File: src/inc/rsws_pkg.sv
// Constants, register map and state codes for the regulator sleep/wake
// sequencer. Assumes a 25 MHz control clock and a 32-bit APB slave.
// Summary of operation
// Run command before regulation starts: accelerate open loop to pre-regulation frequency.
// Stay open loop while feedback has not exceeded the exit level.
// Feedback above exit level: leave pre-regulation and start closed-loop regulation.
// Nonzero fail delay and feedback low for it: failure trip, output blocked.
// Output frequency below sleep threshold for sleep delay: stop output, sleep.
// Entering sleep raises a non-latching sleep warning.
// Wake mode 0: wake when feedback below wake level.
// Wake mode 1: wake when feedback above wake level.
// Wake mode 2: wake when reference minus feedback exceeds wake level.
// Open-loop switch input active: suspend regulation, run ordinary frequency control.
// Open-loop switch released: resume closed-loop regulation; code goes back to pre-regulation if not yet regulating.
// Delay timers restart from zero whenever their condition breaks.
// Open-loop switch active suppresses sleep entry and failure check.
`default_nettype none
package rsws_pkg;
  localparam int VAL_W = 16;
  localparam int DLY_W = 16;
  localparam int CLK_HZ = 25_000_000;
  // Delays are programmed in milliseconds
  localparam int TICK_MS = 1;
  localparam int TICK_CYC = CLK_HZ / 1000 * TICK_MS;
  localparam int TICK_W = 15;

  localparam logic [11:0] CTRL_OFS     = 12'h000;
  localparam logic [11:0] PREFREQ_OFS  = 12'h004;
  localparam logic [11:0] PREEXIT_OFS  = 12'h008;
  localparam logic [11:0] PREDLY_OFS   = 12'h00C;
  localparam logic [11:0] SLPDLY_OFS   = 12'h010;
  localparam logic [11:0] SLPFREQ_OFS  = 12'h014;
  localparam logic [11:0] WAKELEV_OFS  = 12'h018;
  localparam logic [11:0] STATE_OFS    = 12'h01C;
  localparam logic [11:0] IRQ_STAT_OFS = 12'h020;
  localparam logic [11:0] IRQ_MASK_OFS = 12'h024;

  // CTRL fields
  localparam int CTRL_WMODE_LSB = 0;
  localparam int CTRL_FCLR_BIT  = 4;
  localparam logic [1:0] WAKE_BELOW  = 2'h0;
  localparam logic [1:0] WAKE_ABOVE  = 2'h1;
  localparam logic [1:0] WAKE_BEYOND = 2'h2;

  // Interrupt status bits
  localparam int IRQ_TRIP_BIT  = 0;
  localparam int IRQ_SLEEP_BIT = 1;
  localparam int IRQ_WAKE_BIT  = 2;
  localparam int IRQ_W = 3;

  localparam logic [VAL_W-1:0] PREFREQ_RST = 16'h0000;
  localparam logic [VAL_W-1:0] PREEXIT_RST = 16'h0000;
  localparam logic [DLY_W-1:0] PREDLY_RST  = 16'h0000;
  localparam logic [DLY_W-1:0] SLPDLY_RST  = 16'h0000;
  localparam logic [VAL_W-1:0] SLPFREQ_RST = 16'h0000;
  localparam logic [VAL_W-1:0] WAKELEV_RST = 16'h0000;

  typedef enum logic [5:0] {
    RSWS_IDLE  = 6'h01,
    RSWS_PRE   = 6'h02,
    RSWS_REG   = 6'h04,
    RSWS_SLEEP = 6'h08,
    RSWS_OPEN  = 6'h10,
    RSWS_TRIP  = 6'h20
  } rsws_state_t;
endpackage
`default_nettype wire

File: src/design/rsws_top.sv
// Regulator sleep/wake sequencer with APB register access.
// Assumes feedback, frequency and reference words are synchronous to CLK;
// the open-loop switch and run command are pins and get synchronised.
`timescale 1ns/1ps
`default_nettype none
module rsws_top
  import rsws_pkg::*;
(
  input  wire logic             CLK,
  input  wire logic             RST_N,
  input  wire logic             PSEL,
  input  wire logic             PENABLE,
  input  wire logic             PWRITE,
  input  wire logic [11:0]      PADDR,
  input  wire logic [31:0]      PWDATA,
  output logic      [31:0]      PRDATA,
  output logic                  PREADY,
  output logic                  PSLVERR,
  input  wire logic             RUN_CMD,
  input  wire logic             OPEN_LOOP_SWITCH,
  input  wire logic [VAL_W-1:0] FEEDBACK,
  input  wire logic [VAL_W-1:0] REFERENCE,
  input  wire logic [VAL_W-1:0] OUTPUT_FREQ,
  output logic                  REGULATION_EN,
  output logic                  OPEN_LOOP_EN,
  output logic [VAL_W-1:0]      OPEN_LOOP_TARGET,
  output logic                  OUTPUT_BLOCK,
  output logic                  PRE_REGULATION_FAILURE_TRIP,
  output logic                  SLEEP_WARNING,
  output logic                  IRQ
);
  function automatic logic sync_agree(input logic [2:0] s, input logic cur);
    sync_agree = (s[1] == s[2]) ? s[2] : cur;
  endfunction

  logic [2:0] run_sync_reg;
  logic [2:0] olsw_sync_reg;
  logic       run_reg;
  logic       run_next;
  logic       olsw_reg;
  logic       olsw_next;

  always_comb begin
    run_next  = sync_agree(run_sync_reg, run_reg);
    olsw_next = sync_agree(olsw_sync_reg, olsw_reg);
  end

  always_ff @(posedge CLK) begin
    if (!RST_N) begin
      run_sync_reg  <= 3'h0;
      olsw_sync_reg <= 3'h0;
      run_reg       <= 1'b0;
      olsw_reg      <= 1'b0;
    end else begin
      run_sync_reg  <= {run_sync_reg[1:0], RUN_CMD};
      olsw_sync_reg <= {olsw_sync_reg[1:0], OPEN_LOOP_SWITCH};
      run_reg       <= run_next;
      olsw_reg      <= olsw_next;
    end
  end

  // Registers
  logic [1:0]       wmode_reg, wmode_next;
  logic [VAL_W-1:0] prefreq_reg, prefreq_next;
  logic [VAL_W-1:0] preexit_reg, preexit_next;
  logic [DLY_W-1:0] predly_reg, predly_next;
  logic [DLY_W-1:0] slpdly_reg, slpdly_next;
  logic [VAL_W-1:0] slpfreq_reg, slpfreq_next;
  logic [VAL_W-1:0] wakelev_reg, wakelev_next;
  logic [IRQ_W-1:0] istat_reg, istat_next;
  logic [IRQ_W-1:0] imask_reg, imask_next;
  logic [31:0]      prdata_reg, prdata_next;
  logic             fault_clr;
  logic [IRQ_W-1:0] events;

  logic wr_acc;
  logic rd_acc;
  logic addr_ok;
  assign wr_acc = PSEL && PENABLE && PWRITE;
  assign rd_acc = PSEL && PENABLE && !PWRITE;

  always_comb begin
    case (PADDR)
      CTRL_OFS, PREFREQ_OFS, PREEXIT_OFS, PREDLY_OFS, SLPDLY_OFS,
      SLPFREQ_OFS, WAKELEV_OFS, STATE_OFS, IRQ_STAT_OFS,
      IRQ_MASK_OFS: addr_ok = 1'b1;
      default: addr_ok = 1'b0;
    endcase
  end

  // Zero wait: read data loads in setup so it stands at the access edge
  assign PREADY  = 1'b1;
  assign PSLVERR = PSEL && PENABLE && !addr_ok;
  assign PRDATA  = prdata_reg;

  rsws_state_t state_reg, state_next;

  always_comb begin
    wmode_next   = wmode_reg;
    prefreq_next = prefreq_reg;
    preexit_next = preexit_reg;
    predly_next  = predly_reg;
    slpdly_next  = slpdly_reg;
    slpfreq_next = slpfreq_reg;
    wakelev_next = wakelev_reg;
    imask_next   = imask_reg;
    prdata_next  = prdata_reg;
    fault_clr    = 1'b0;
    istat_next   = istat_reg;
    if (wr_acc) begin
      case (PADDR)
        CTRL_OFS: begin
          wmode_next = PWDATA[CTRL_WMODE_LSB +: 2];
          fault_clr  = PWDATA[CTRL_FCLR_BIT];
        end
        PREFREQ_OFS:  prefreq_next = PWDATA[VAL_W-1:0];
        PREEXIT_OFS:  preexit_next = PWDATA[VAL_W-1:0];
        PREDLY_OFS:   predly_next  = PWDATA[DLY_W-1:0];
        SLPDLY_OFS:   slpdly_next  = PWDATA[DLY_W-1:0];
        SLPFREQ_OFS:  slpfreq_next = PWDATA[VAL_W-1:0];
        WAKELEV_OFS:  wakelev_next = PWDATA[VAL_W-1:0];
        IRQ_MASK_OFS: imask_next   = PWDATA[IRQ_W-1:0];
        default: ;
      endcase
    end
    if (PSEL && !PENABLE && !PWRITE) begin
      case (PADDR)
        CTRL_OFS:     prdata_next = {30'h0, wmode_reg};
        PREFREQ_OFS:  prdata_next = {16'h0, prefreq_reg};
        PREEXIT_OFS:  prdata_next = {16'h0, preexit_reg};
        PREDLY_OFS:   prdata_next = {16'h0, predly_reg};
        SLPDLY_OFS:   prdata_next = {16'h0, slpdly_reg};
        SLPFREQ_OFS:  prdata_next = {16'h0, slpfreq_reg};
        WAKELEV_OFS:  prdata_next = {16'h0, wakelev_reg};
        STATE_OFS:    prdata_next = {26'h0, state_reg};
        IRQ_STAT_OFS: prdata_next = {29'h0, istat_reg};
        IRQ_MASK_OFS: prdata_next = {29'h0, imask_reg};
        default:      prdata_next = 32'h0;
      endcase
    end
    if (rd_acc && PADDR == IRQ_STAT_OFS) begin
      istat_next = istat_reg & ~prdata_reg[IRQ_W-1:0];
    end
    // A new event in the clearing cycle survives
    istat_next = istat_next | events;
  end

  always_ff @(posedge CLK) begin
    if (!RST_N) begin
      wmode_reg   <= WAKE_BELOW;
      prefreq_reg <= PREFREQ_RST;
      preexit_reg <= PREEXIT_RST;
      predly_reg  <= PREDLY_RST;
      slpdly_reg  <= SLPDLY_RST;
      slpfreq_reg <= SLPFREQ_RST;
      wakelev_reg <= WAKELEV_RST;
      istat_reg   <= '0;
      imask_reg   <= '0;
      prdata_reg  <= 32'h0;
    end else begin
      wmode_reg   <= wmode_next;
      prefreq_reg <= prefreq_next;
      preexit_reg <= preexit_next;
      predly_reg  <= predly_next;
      slpdly_reg  <= slpdly_next;
      slpfreq_reg <= slpfreq_next;
      wakelev_reg <= wakelev_next;
      istat_reg   <= istat_next;
      imask_reg   <= imask_next;
      prdata_reg  <= prdata_next;
    end
  end

  assign IRQ = |(istat_reg & imask_reg);

  // Millisecond tick shared by both timers
  logic [TICK_W-1:0] tick_reg, tick_next;
  logic              tick;
  assign tick = (tick_reg == TICK_W'(TICK_CYC - 1));
  always_comb begin
    tick_next = tick ? '0 : tick_reg + 15'h0001;
  end
  always_ff @(posedge CLK) begin
    if (!RST_N) begin
      tick_reg <= '0;
    end else begin
      tick_reg <= tick_next;
    end
  end

  // Sequencer
  logic fb_high;
  logic slow;
  logic wake;
  logic pre_run;
  logic slp_run;
  logic pre_exp;
  logic slp_exp;
  logic [VAL_W:0] err;

  assign fb_high = FEEDBACK > preexit_reg;
  assign slow    = OUTPUT_FREQ < slpfreq_reg;
  assign err     = {1'b0, REFERENCE} - {1'b0, FEEDBACK};

  always_comb begin
    case (wmode_reg)
      WAKE_BELOW:  wake = FEEDBACK < wakelev_reg;
      WAKE_ABOVE:  wake = FEEDBACK > wakelev_reg;
      WAKE_BEYOND: wake = !err[VAL_W] &&
                          (err[VAL_W-1:0] > wakelev_reg);
      default:     wake = 1'b0;
    endcase
  end

  // Zero fail delay disables the check; open-loop clears its count
  assign pre_run = (state_reg == RSWS_PRE) && !fb_high &&
                   (predly_reg != '0) && !olsw_reg;
  assign slp_run = (state_reg == RSWS_REG) && slow && !olsw_reg;

  rsws_timer u_pre_timer (
    .clk     (CLK),
    .rst_n   (RST_N),
    .tick    (tick),
    .run     (pre_run),
    .limit   (predly_reg),
    .expired (pre_exp)
  );

  rsws_timer u_slp_timer (
    .clk     (CLK),
    .rst_n   (RST_N),
    .tick    (tick),
    .run     (slp_run),
    .limit   (slpdly_reg),
    .expired (slp_exp)
  );

  logic regulating_reg, regulating_next;

  always_comb begin
    state_next      = state_reg;
    regulating_next = regulating_reg;
    events          = '0;
    case (state_reg)
      RSWS_IDLE: begin
        regulating_next = 1'b0;
        if (run_reg) begin
          state_next = olsw_reg ? RSWS_OPEN : RSWS_PRE;
        end
      end
      RSWS_PRE: begin
        if (!run_reg) begin
          state_next = RSWS_IDLE;
        end else if (olsw_reg) begin
          state_next = RSWS_OPEN;
        end else if (fb_high) begin
          state_next      = RSWS_REG;
          regulating_next = 1'b1;
        end else if (pre_exp) begin
          state_next = RSWS_TRIP;
          events[IRQ_TRIP_BIT] = 1'b1;
        end
      end
      RSWS_REG: begin
        if (!run_reg) begin
          state_next = RSWS_IDLE;
        end else if (olsw_reg) begin
          state_next = RSWS_OPEN;
        end else if (slp_exp) begin
          state_next = RSWS_SLEEP;
          events[IRQ_SLEEP_BIT] = 1'b1;
        end
      end
      RSWS_SLEEP: begin
        if (!run_reg) begin
          state_next = RSWS_IDLE;
        end else if (olsw_reg) begin
          state_next = RSWS_OPEN;
        end else if (wake) begin
          state_next = RSWS_REG;
          events[IRQ_WAKE_BIT] = 1'b1;
        end
      end
      RSWS_OPEN: begin
        if (!run_reg) begin
          state_next = RSWS_IDLE;
        end else if (!olsw_reg) begin
          // Pre-regulation is finished only once feedback got there
          state_next = regulating_reg ? RSWS_REG : RSWS_PRE;
        end
      end
      RSWS_TRIP: begin
        if (fault_clr && !run_reg) begin
          state_next = RSWS_IDLE;
        end
      end
      default: state_next = RSWS_IDLE;
    endcase
  end

  always_ff @(posedge CLK) begin
    if (!RST_N) begin
      state_reg      <= RSWS_IDLE;
      regulating_reg <= 1'b0;
    end else begin
      state_reg      <= state_next;
      regulating_reg <= regulating_next;
    end
  end

  logic             reg_en_reg, ol_en_reg, block_reg, trip_reg, slp_reg;
  logic [VAL_W-1:0] target_reg;

  always_ff @(posedge CLK) begin
    if (!RST_N) begin
      reg_en_reg <= 1'b0;
      ol_en_reg  <= 1'b0;
      block_reg  <= 1'b1;
      trip_reg   <= 1'b0;
      slp_reg    <= 1'b0;
      target_reg <= '0;
    end else begin
      reg_en_reg <= (state_next == RSWS_REG);
      ol_en_reg  <= (state_next == RSWS_PRE) ||
                    (state_next == RSWS_OPEN);
      block_reg  <= (state_next == RSWS_TRIP) ||
                    (state_next == RSWS_SLEEP) ||
                    (state_next == RSWS_IDLE);
      trip_reg   <= (state_next == RSWS_TRIP);
      slp_reg    <= (state_next == RSWS_SLEEP);
      target_reg <= (state_next == RSWS_PRE) ? prefreq_reg : '0;
    end
  end

  assign REGULATION_EN               = reg_en_reg;
  assign OPEN_LOOP_EN                = ol_en_reg;
  assign OUTPUT_BLOCK                = block_reg;
  assign PRE_REGULATION_FAILURE_TRIP = trip_reg;
  assign SLEEP_WARNING               = slp_reg;
  assign OPEN_LOOP_TARGET            = target_reg;
endmodule
`default_nettype wire

File: src/design/rsws_timer.sv
// Millisecond interval timer: counts uninterrupted qualifying time.
// Assumes a shared one-cycle millisecond tick on the same clock.
`timescale 1ns/1ps
`default_nettype none
module rsws_timer
  import rsws_pkg::*;
(
  input  wire logic             clk,
  input  wire logic             rst_n,
  input  wire logic             tick,
  input  wire logic             run,
  input  wire logic [DLY_W-1:0] limit,
  output logic                  expired
);
  logic [DLY_W-1:0] cnt_reg;
  logic [DLY_W-1:0] cnt_next;

  always_comb begin
    cnt_next = cnt_reg;
    if (!run) begin
      cnt_next = '0;
    end else if (tick && cnt_reg != limit) begin
      cnt_next = cnt_reg + 16'h0001;
    end
  end

  always_ff @(posedge clk) begin
    if (!rst_n) begin
      cnt_reg <= '0;
    end else begin
      cnt_reg <= cnt_next;
    end
  end

  assign expired = run && (cnt_reg == limit);
endmodule
`default_nettype wire

File: config.mk
export PLATFORM = sky130hd
export DESIGN_NAME = rsws_top
export DESIGN_NICKNAME = d
export VERILOG_FILES = /design/src/inc/rsws_pkg.sv /design/src/design/rsws_top.sv /design/src/design/rsws_timer.sv
export SDC_FILE = /design/constraint.sdc
export NUM_CORES = 1
export LEC_CHECK = 0
export BUFFER_PORTS_ARGS = -buffer_cell sky130_fd_sc_hd__buf_2
export CAP_MARGIN = 20
export CORE_MARGIN = 10
export CORE_UTILIZATION = 25
export DETAILED_ROUTE_END_ITERATION = 6
export SYNTH_ARGS = -nofsm -noshare
export SYNTH_HDL_FRONTEND = slang
export SYNTH_SLANG_ARGS = --single-unit
File: constraint.sdc
create_clock -name CLK -period 7.5 [get_ports CLK]
set_input_delay 1.125 -clock CLK [delete_from_list [all_inputs] [get_ports CLK]]
set_output_delay 1.125 -clock CLK [all_outputs]
set_load 0.05 [all_outputs]
==> results_dict.tcl, run 1 <==
set metrics [dict create \
    status "completed" \
    netlist_area_um2 11700 \
    finClkSkew_ns 0.0131 \
    routed_via_density 4.85 \
    wl_per_cell_um 17.9 \
    setup_violations 0 \
    clock_path_buffers 3 \
    gr-usage-all-layers 0.130 \
    grt_pass1_vias 10400 \
    area_delta_synth_final_pct 16.7 \
    synth_top_family_by_area "simple AND/OR/NAND/NOR gates" \
    grt.busiest_layer "met2" \
    hold_viol 0 \
    cts.repair.resized 0 \
    start_util 0.252 \
    power.switching_mw 0.651 \
    first_pass_iters 7 \
    post-cts-setup-buffers 0 \
    n_fill_cell 4930 \
    seqPwrFrac 0.416 \
    cts_max_level 1 \
    core-area_um2 46500 \
    utilization 0.294 \
    tightest_slew_ns 1.14 \
    ys_types 78 \
    layout_commonest_cell "nand2_1" \
    antenna_found_initial 5 \
    finalCriticalPeriod_ns 4.85 \
    ir_drop_v 0.000122 \
    endpoint_kind "flop" \
    p_leak_nw 5.08 \
    die_h_um 236 \
    dieWidth_um 236 \
    maxSlewViolCount 0 \
    dp_cells 2063 \
    grt_setup_unrepaired "false" \
    drcViolationCount 0 \
    grt_pass1_wl_um 59300 \
    dpl.hpwl_um 29500 \
    final_cells 2110 \
    ys_seq_area_frac 0.347 \
    cts_buffers 24 \
    whs_ns 0.438 \
    place_congestion 0.908 \
    cp.required_ns 7.95 \
    antenna_left 0 \
    power.internal_mw 1.97 \
    slew_headroom 0.239 \
    crit_start "FEEDBACK[0]" \
    synth_ff_type "dfxtp_1" \
    synthAdderAreaFrac 0.0894 \
    cts_tree "yes" \
    netSwitchingFraction 0.248 \
    yosysWarnings 0 \
    hold_path_class "reg -> reg" \
    grt_max_degree 91 \
    fin_nets 1667 \
    syn-instance-count 1394 \
    synth_compound_area_frac 0.163 \
    io_pins 155 \
    synth-xor-area-share 0.0672 \
    gr-usage-met2 0.217 \
    grt_overflow 0 \
    ys_seq_elements 203 \
    synth_mux_area_frac 0.0341 \
    start_kind "input pin" \
    period_share 0.646 \
    setup.worst_path.class "in -> reg" \
    routed_wl_um 37800 \
    clk-insertion-delay-late_ns 0.52 \
    met3_usage 0.0285 \
    synth-simple-area-share 0.239 \
    fin_tns_setup_ns 0 \
    hold_buffers 0 \
    die-area_um2 55900 \
    portBuffers 121 \
    drt_iter0_markers 840 \
    vias 10200 \
    power_frac_comb 0.103 \
    synth_edf_count 0 \
    min-delay-start "run_sync_reg[0]" \
    p_total_mw 2.62 \
    drv_cap 0 \
    cts.sinks 203 \
    drive_gt1_frac 0.154 \
    synth.avg_cell_area_um2 8.39 \
    p_per_area_nw_per_um2 192 \
    cts-root-buf "clkbuf_16" \
    crit_fanout 4 \
    clk_pin_slew_ns 0.06 \
    mostFrequentLayoutCells "nand2_1, dfxtp_1, buf_2" \
    core.rowCount 79 \
    reg2reg_from "wakelev_reg[5]" \
    synthArstFlopShare 0 \
    power_frac_clock 0.481 \
    fmax_mhz 206 \
    use_met1 0.161 \
    arrival_ns 5.30 \
]
cell type report:
cell class,instances,area (µm²),area share
multi-input combinational,1050,7010,0.513
sequential,203,4060,0.298
tap,607,759,0.0556
clock inverter,11,168,0.0123
timing repair buffer,129,676,0.0495
antenna,1,2.50,0.000183
inverter,77,289,0.0212
clock buffer,32,692,0.0507
synthesized netlist by cell type, drive strengths merged, types with 32 or more instances:
cell type / instances / share of area
a21boi: 85 / 0.055
a21oi: 46 / 0.021
and2: 32 / 0.019
buf: 34 / 0.020
clkbuf: 45 / 0.014
dfxtp: 203 / 0.35
ha: 82 / 0.088
inv: 77 / 0.025
nand2: 230 / 0.074
nand3: 40 / 0.020
nor2: 94 / 0.030
nor2b: 35 / 0.019
o21ai: 47 / 0.020
xnor2: 52 / 0.040
xor2: 36 / 0.027
stage by stage:
stage,instance area (µm²),setup WS (ns)
final,13700,2.65
after global routing,13700,2.43
after CTS,13600,2.76
after detailed placement,12800,2.26
after global placement,12800,2.31
after floorplan,11800,3.26
worst max-delay path, cell delays in order:
cell and delay, ns:
buf_2 0.11, ha_1 0.22, fa_1 0.40, nand2b_1 0.17, a21oi_1 0.30, o21a_1 0.24, o21a_1 0.15, o21ai_0 0.08
nand2b_1 0.09, a21oi_1 0.08, xnor2_1 0.14, ha_1 0.28, nand4_1 0.14, nor3_1 0.30, o21ai_0 0.17, o211ai_1 0.14
o21ai_0 0.12, nor3_1 0.79, a32o_1 0.26
per-layer routing:
layer,vias up,part of all wire
met2,350,0.46
met4,6,0.039
li1,4981,-
met1,4823,0.43
met3,78,0.067
met5,-,0.00098
worst paths after layout:
path                           to  slack [ns]  cells after the start
hold reg to reg   run_sync_reg[1]        0.44                      1
hold / removal    run_sync_reg[1]        0.44                      1
setup reg to reg    REGULATION_EN        4.45                     10
setup / recovery    REGULATION_EN        2.65                     19
power groups by stage:
| stage | sequential (mW) | combinational (mW) | clock (mW) |
|---|---|---|---|
| finish | 1.09 | 0.271 | 1.26 |
| floorplan | 1.13 | 0.177 | 0 |
| detailed placement | 1.11 | 0.268 | 0 |
| global placement | 1.11 | 0.263 | 0 |
| global route | 1.09 | 0.301 | 1.33 |
| CTS | 1.09 | 0.270 | 1.28 |
kinds of logic (layout without fill, tap and decap cells):
| family | count (synthesis) | after routing |
|---|---|---|
| buf+inv | 156 | 249 |
| simple gates | 549 | 549 |
| compound gates | 276 | 276 |
| fa+ha+maj | 83 | 83 |
| mux | 37 | 37 |
| flops | 203 | 203 |
| xor+xnor | 88 | 88 |
| other cells | 2 | 18 |
(Power assumes the default switching activity.)
==> run 2, diff against run 1 <==
==> constraint.sdc (replaced) <==
create_clock -name CLK -period 4.6 [get_ports CLK]
set_input_delay 0.69 -clock CLK [delete_from_list [all_inputs] [get_ports CLK]]
set_output_delay 0.69 -clock CLK [all_outputs]
set_load 0.05 [all_outputs]
==> results_dict.tcl, run 2 (same netlist as run 1, synthesis figures left out) <==
set metrics [dict create \
    status "completed" \
    layout_commonest_cell "nand2_1" \
    start_kind "input pin" \
    wl_per_cell_um 18.0 \
    cpMaxStageDelayCell "a2111o_1" \
    antenna_found_initial 4 \
    cts_tree "yes" \
    drt_iter0_markers 703 \
    crit_fanout 4 \
    n_fill_cell 4980 \
    routed_via_density 4.84 \
    routed_wl_um 37900 \
    hold_path_class "in -> reg" \
    drcViolationCount 0 \
    post-cts-setup-buffers 0 \
    core.rowCount 79 \
    setup_violations 0 \
    grt_overflow 0 \
    cts.repair.resized 0 \
    finalCriticalPeriod_ns 3.95 \
    dieWidth_um 236 \
    core-area_um2 46500 \
    area_delta_synth_final_pct 15.8 \
    cp.required_ns 5.01 \
    cts-root-buf "clkbuf_16" \
    hold_buffers 0 \
    cpPeakStageDelay_ns 0.47 \
    whs_ns 0.399 \
    grt_pass1_vias 10100 \
    vias 10200 \
    tightest_slew_ns 1.09 \
    grt_max_degree 83 \
    place_ws_ns 0.163 \
    setup_slack_ns 0.650 \
    cts.sinks 203 \
    fin_tns_setup_ns 0 \
    antenna_left 0 \
    drive_gt1_frac 0.154 \
    cp_cell_sequence "buf_2 -> inv_1 -> ha_1 -> a2111o_1 -> o2111ai_1 -> a31oi_1 -> a21o_1 -> a21oi_1 -> xnor2_1 -> ha_1 -> nand4_1 -> nor3_1 -> a21oi_1 -> a32o_1 -> a31oi_1 -> nor2_1 -> buf_4 -> nor4b_1" \
    period_share 0.859 \
    cts_max_level 1 \
    drv_cap 0 \
    portBuffers 121 \
    cts_buffers 23 \
    die_h_um 236 \
    grt_setup_unrepaired "false" \
    grt_pass1_wl_um 58700 \
    clock_path_buffers 3 \
    finClkSkew_ns 0.0154 \
    clk-insertion-delay-late_ns 0.50 \
    place_congestion 0.917 \
    p_total_mw 4.03 \
    mostFrequentLayoutCells "nand2_1, dfxtp_1, buf_2" \
    slew_headroom 0.270 \
    maxSlewViolCount 0 \
    arrival_ns 4.36 \
    gr-usage-all-layers 0.129 \
    r2r_cells 9 \
    fmax_mhz 253 \
    io_pins 155 \
    utilization 0.292 \
    p_leak_nw 5.04 \
    clk_pin_slew_ns 0.06 \
    first_pass_iters 5 \
    setup.worst_path.class "in -> reg" \
    fin_nets 1669 \
    p_per_area_nw_per_um2 297 \
    dpl.hpwl_um 29500 \
    endpoint_kind "flop" \
    hold_viol 0 \
    hold_depth 2 \
    start_util 0.252 \
    ir_drop_v 0.000180 \
    die-area_um2 55900 \
]
==> run 2: changes by cell type in the layout (fill, tap and decap cells not counted), sizes merged <==
| cell | delta |
|---|---|
| buf | +3 |
| bufinv | -2 |
| clkbuf | -3 |
| clkinv | +4 |
| clkinvlp | -2 |
| inv | -1 |
==> run 2: final timing paths <==
check	startpoint	endpoint	slack, ns
worst max register to register	preexit_reg[1]	u_pre_timer.cnt_reg[6]	1.58
worst min-delay path	OPEN_LOOP_SWITCH	olsw_sync_reg[0]	0.40
worst max-delay path	FEEDBACK[7]	SLEEP_WARNING	0.65
worst min register to register	olsw_sync_reg[0]	olsw_sync_reg[1]	0.44
==> run 2: layout make-up <==
| cell class | count | area [µm²] | share of cell area |
|---|---|---|---|
| Inverter | 77 | 289 | 0.0213 |
| Tap cell | 607 | 759 | 0.0561 |
| Antenna cell | 1 | 2.50 | 0.000185 |
| Clock inverter | 10 | 108 | 0.00794 |
| Clock buffer | 29 | 628 | 0.0464 |
| Multi-Input combinational cell | 1050 | 7010 | 0.517 |
| Sequential cell | 203 | 4060 | 0.300 |
| Timing Repair Buffer | 132 | 691 | 0.0510 |
==> run 2: metal layers <==
| metal | track usage | share of wire | vias to the layer above |
|---|---|---|---|
| met5 | 0 | 0.00053 | - |
| met4 | 0.0390 | 0.027 | 4 |
| met3 | 0.0250 | 0.065 | 53 |
| met2 | 0.213 | 0.47 | 306 |
| li1 | - | - | 4957 |
| met1 | 0.167 | 0.44 | 4883 |
==> run 2: through the flow <==
stage          instances  cell area [µm²]
6_report            2109            13500
3_3_place_gp        2068            12800
4_1_cts             2107            13500
3_5_place_dp        2068            12800
2_1_floorplan       1409            11800
5_1_grt             2109            13500
==> run 2: power breakdown <==
group / internal, mW / switching (mW)
Sequential: 1.77 / 0.00891
Combinational: 0.165 / 0.281
Clock: 1.08 / 0.730
==> run 2: critical path, delay by kind of cell <==
| family | cells | cell delay, ns |
|---|---|---|
| AOI/OAI and AO/OA | 8 | 1.76 |
| xor gates and xnor gates | 1 | 0.09 |
| adders and majority gates | 2 | 0.66 |
| buffers and inverters | 3 | 0.35 |
| and+or+nand+nor | 4 | 0.82 |
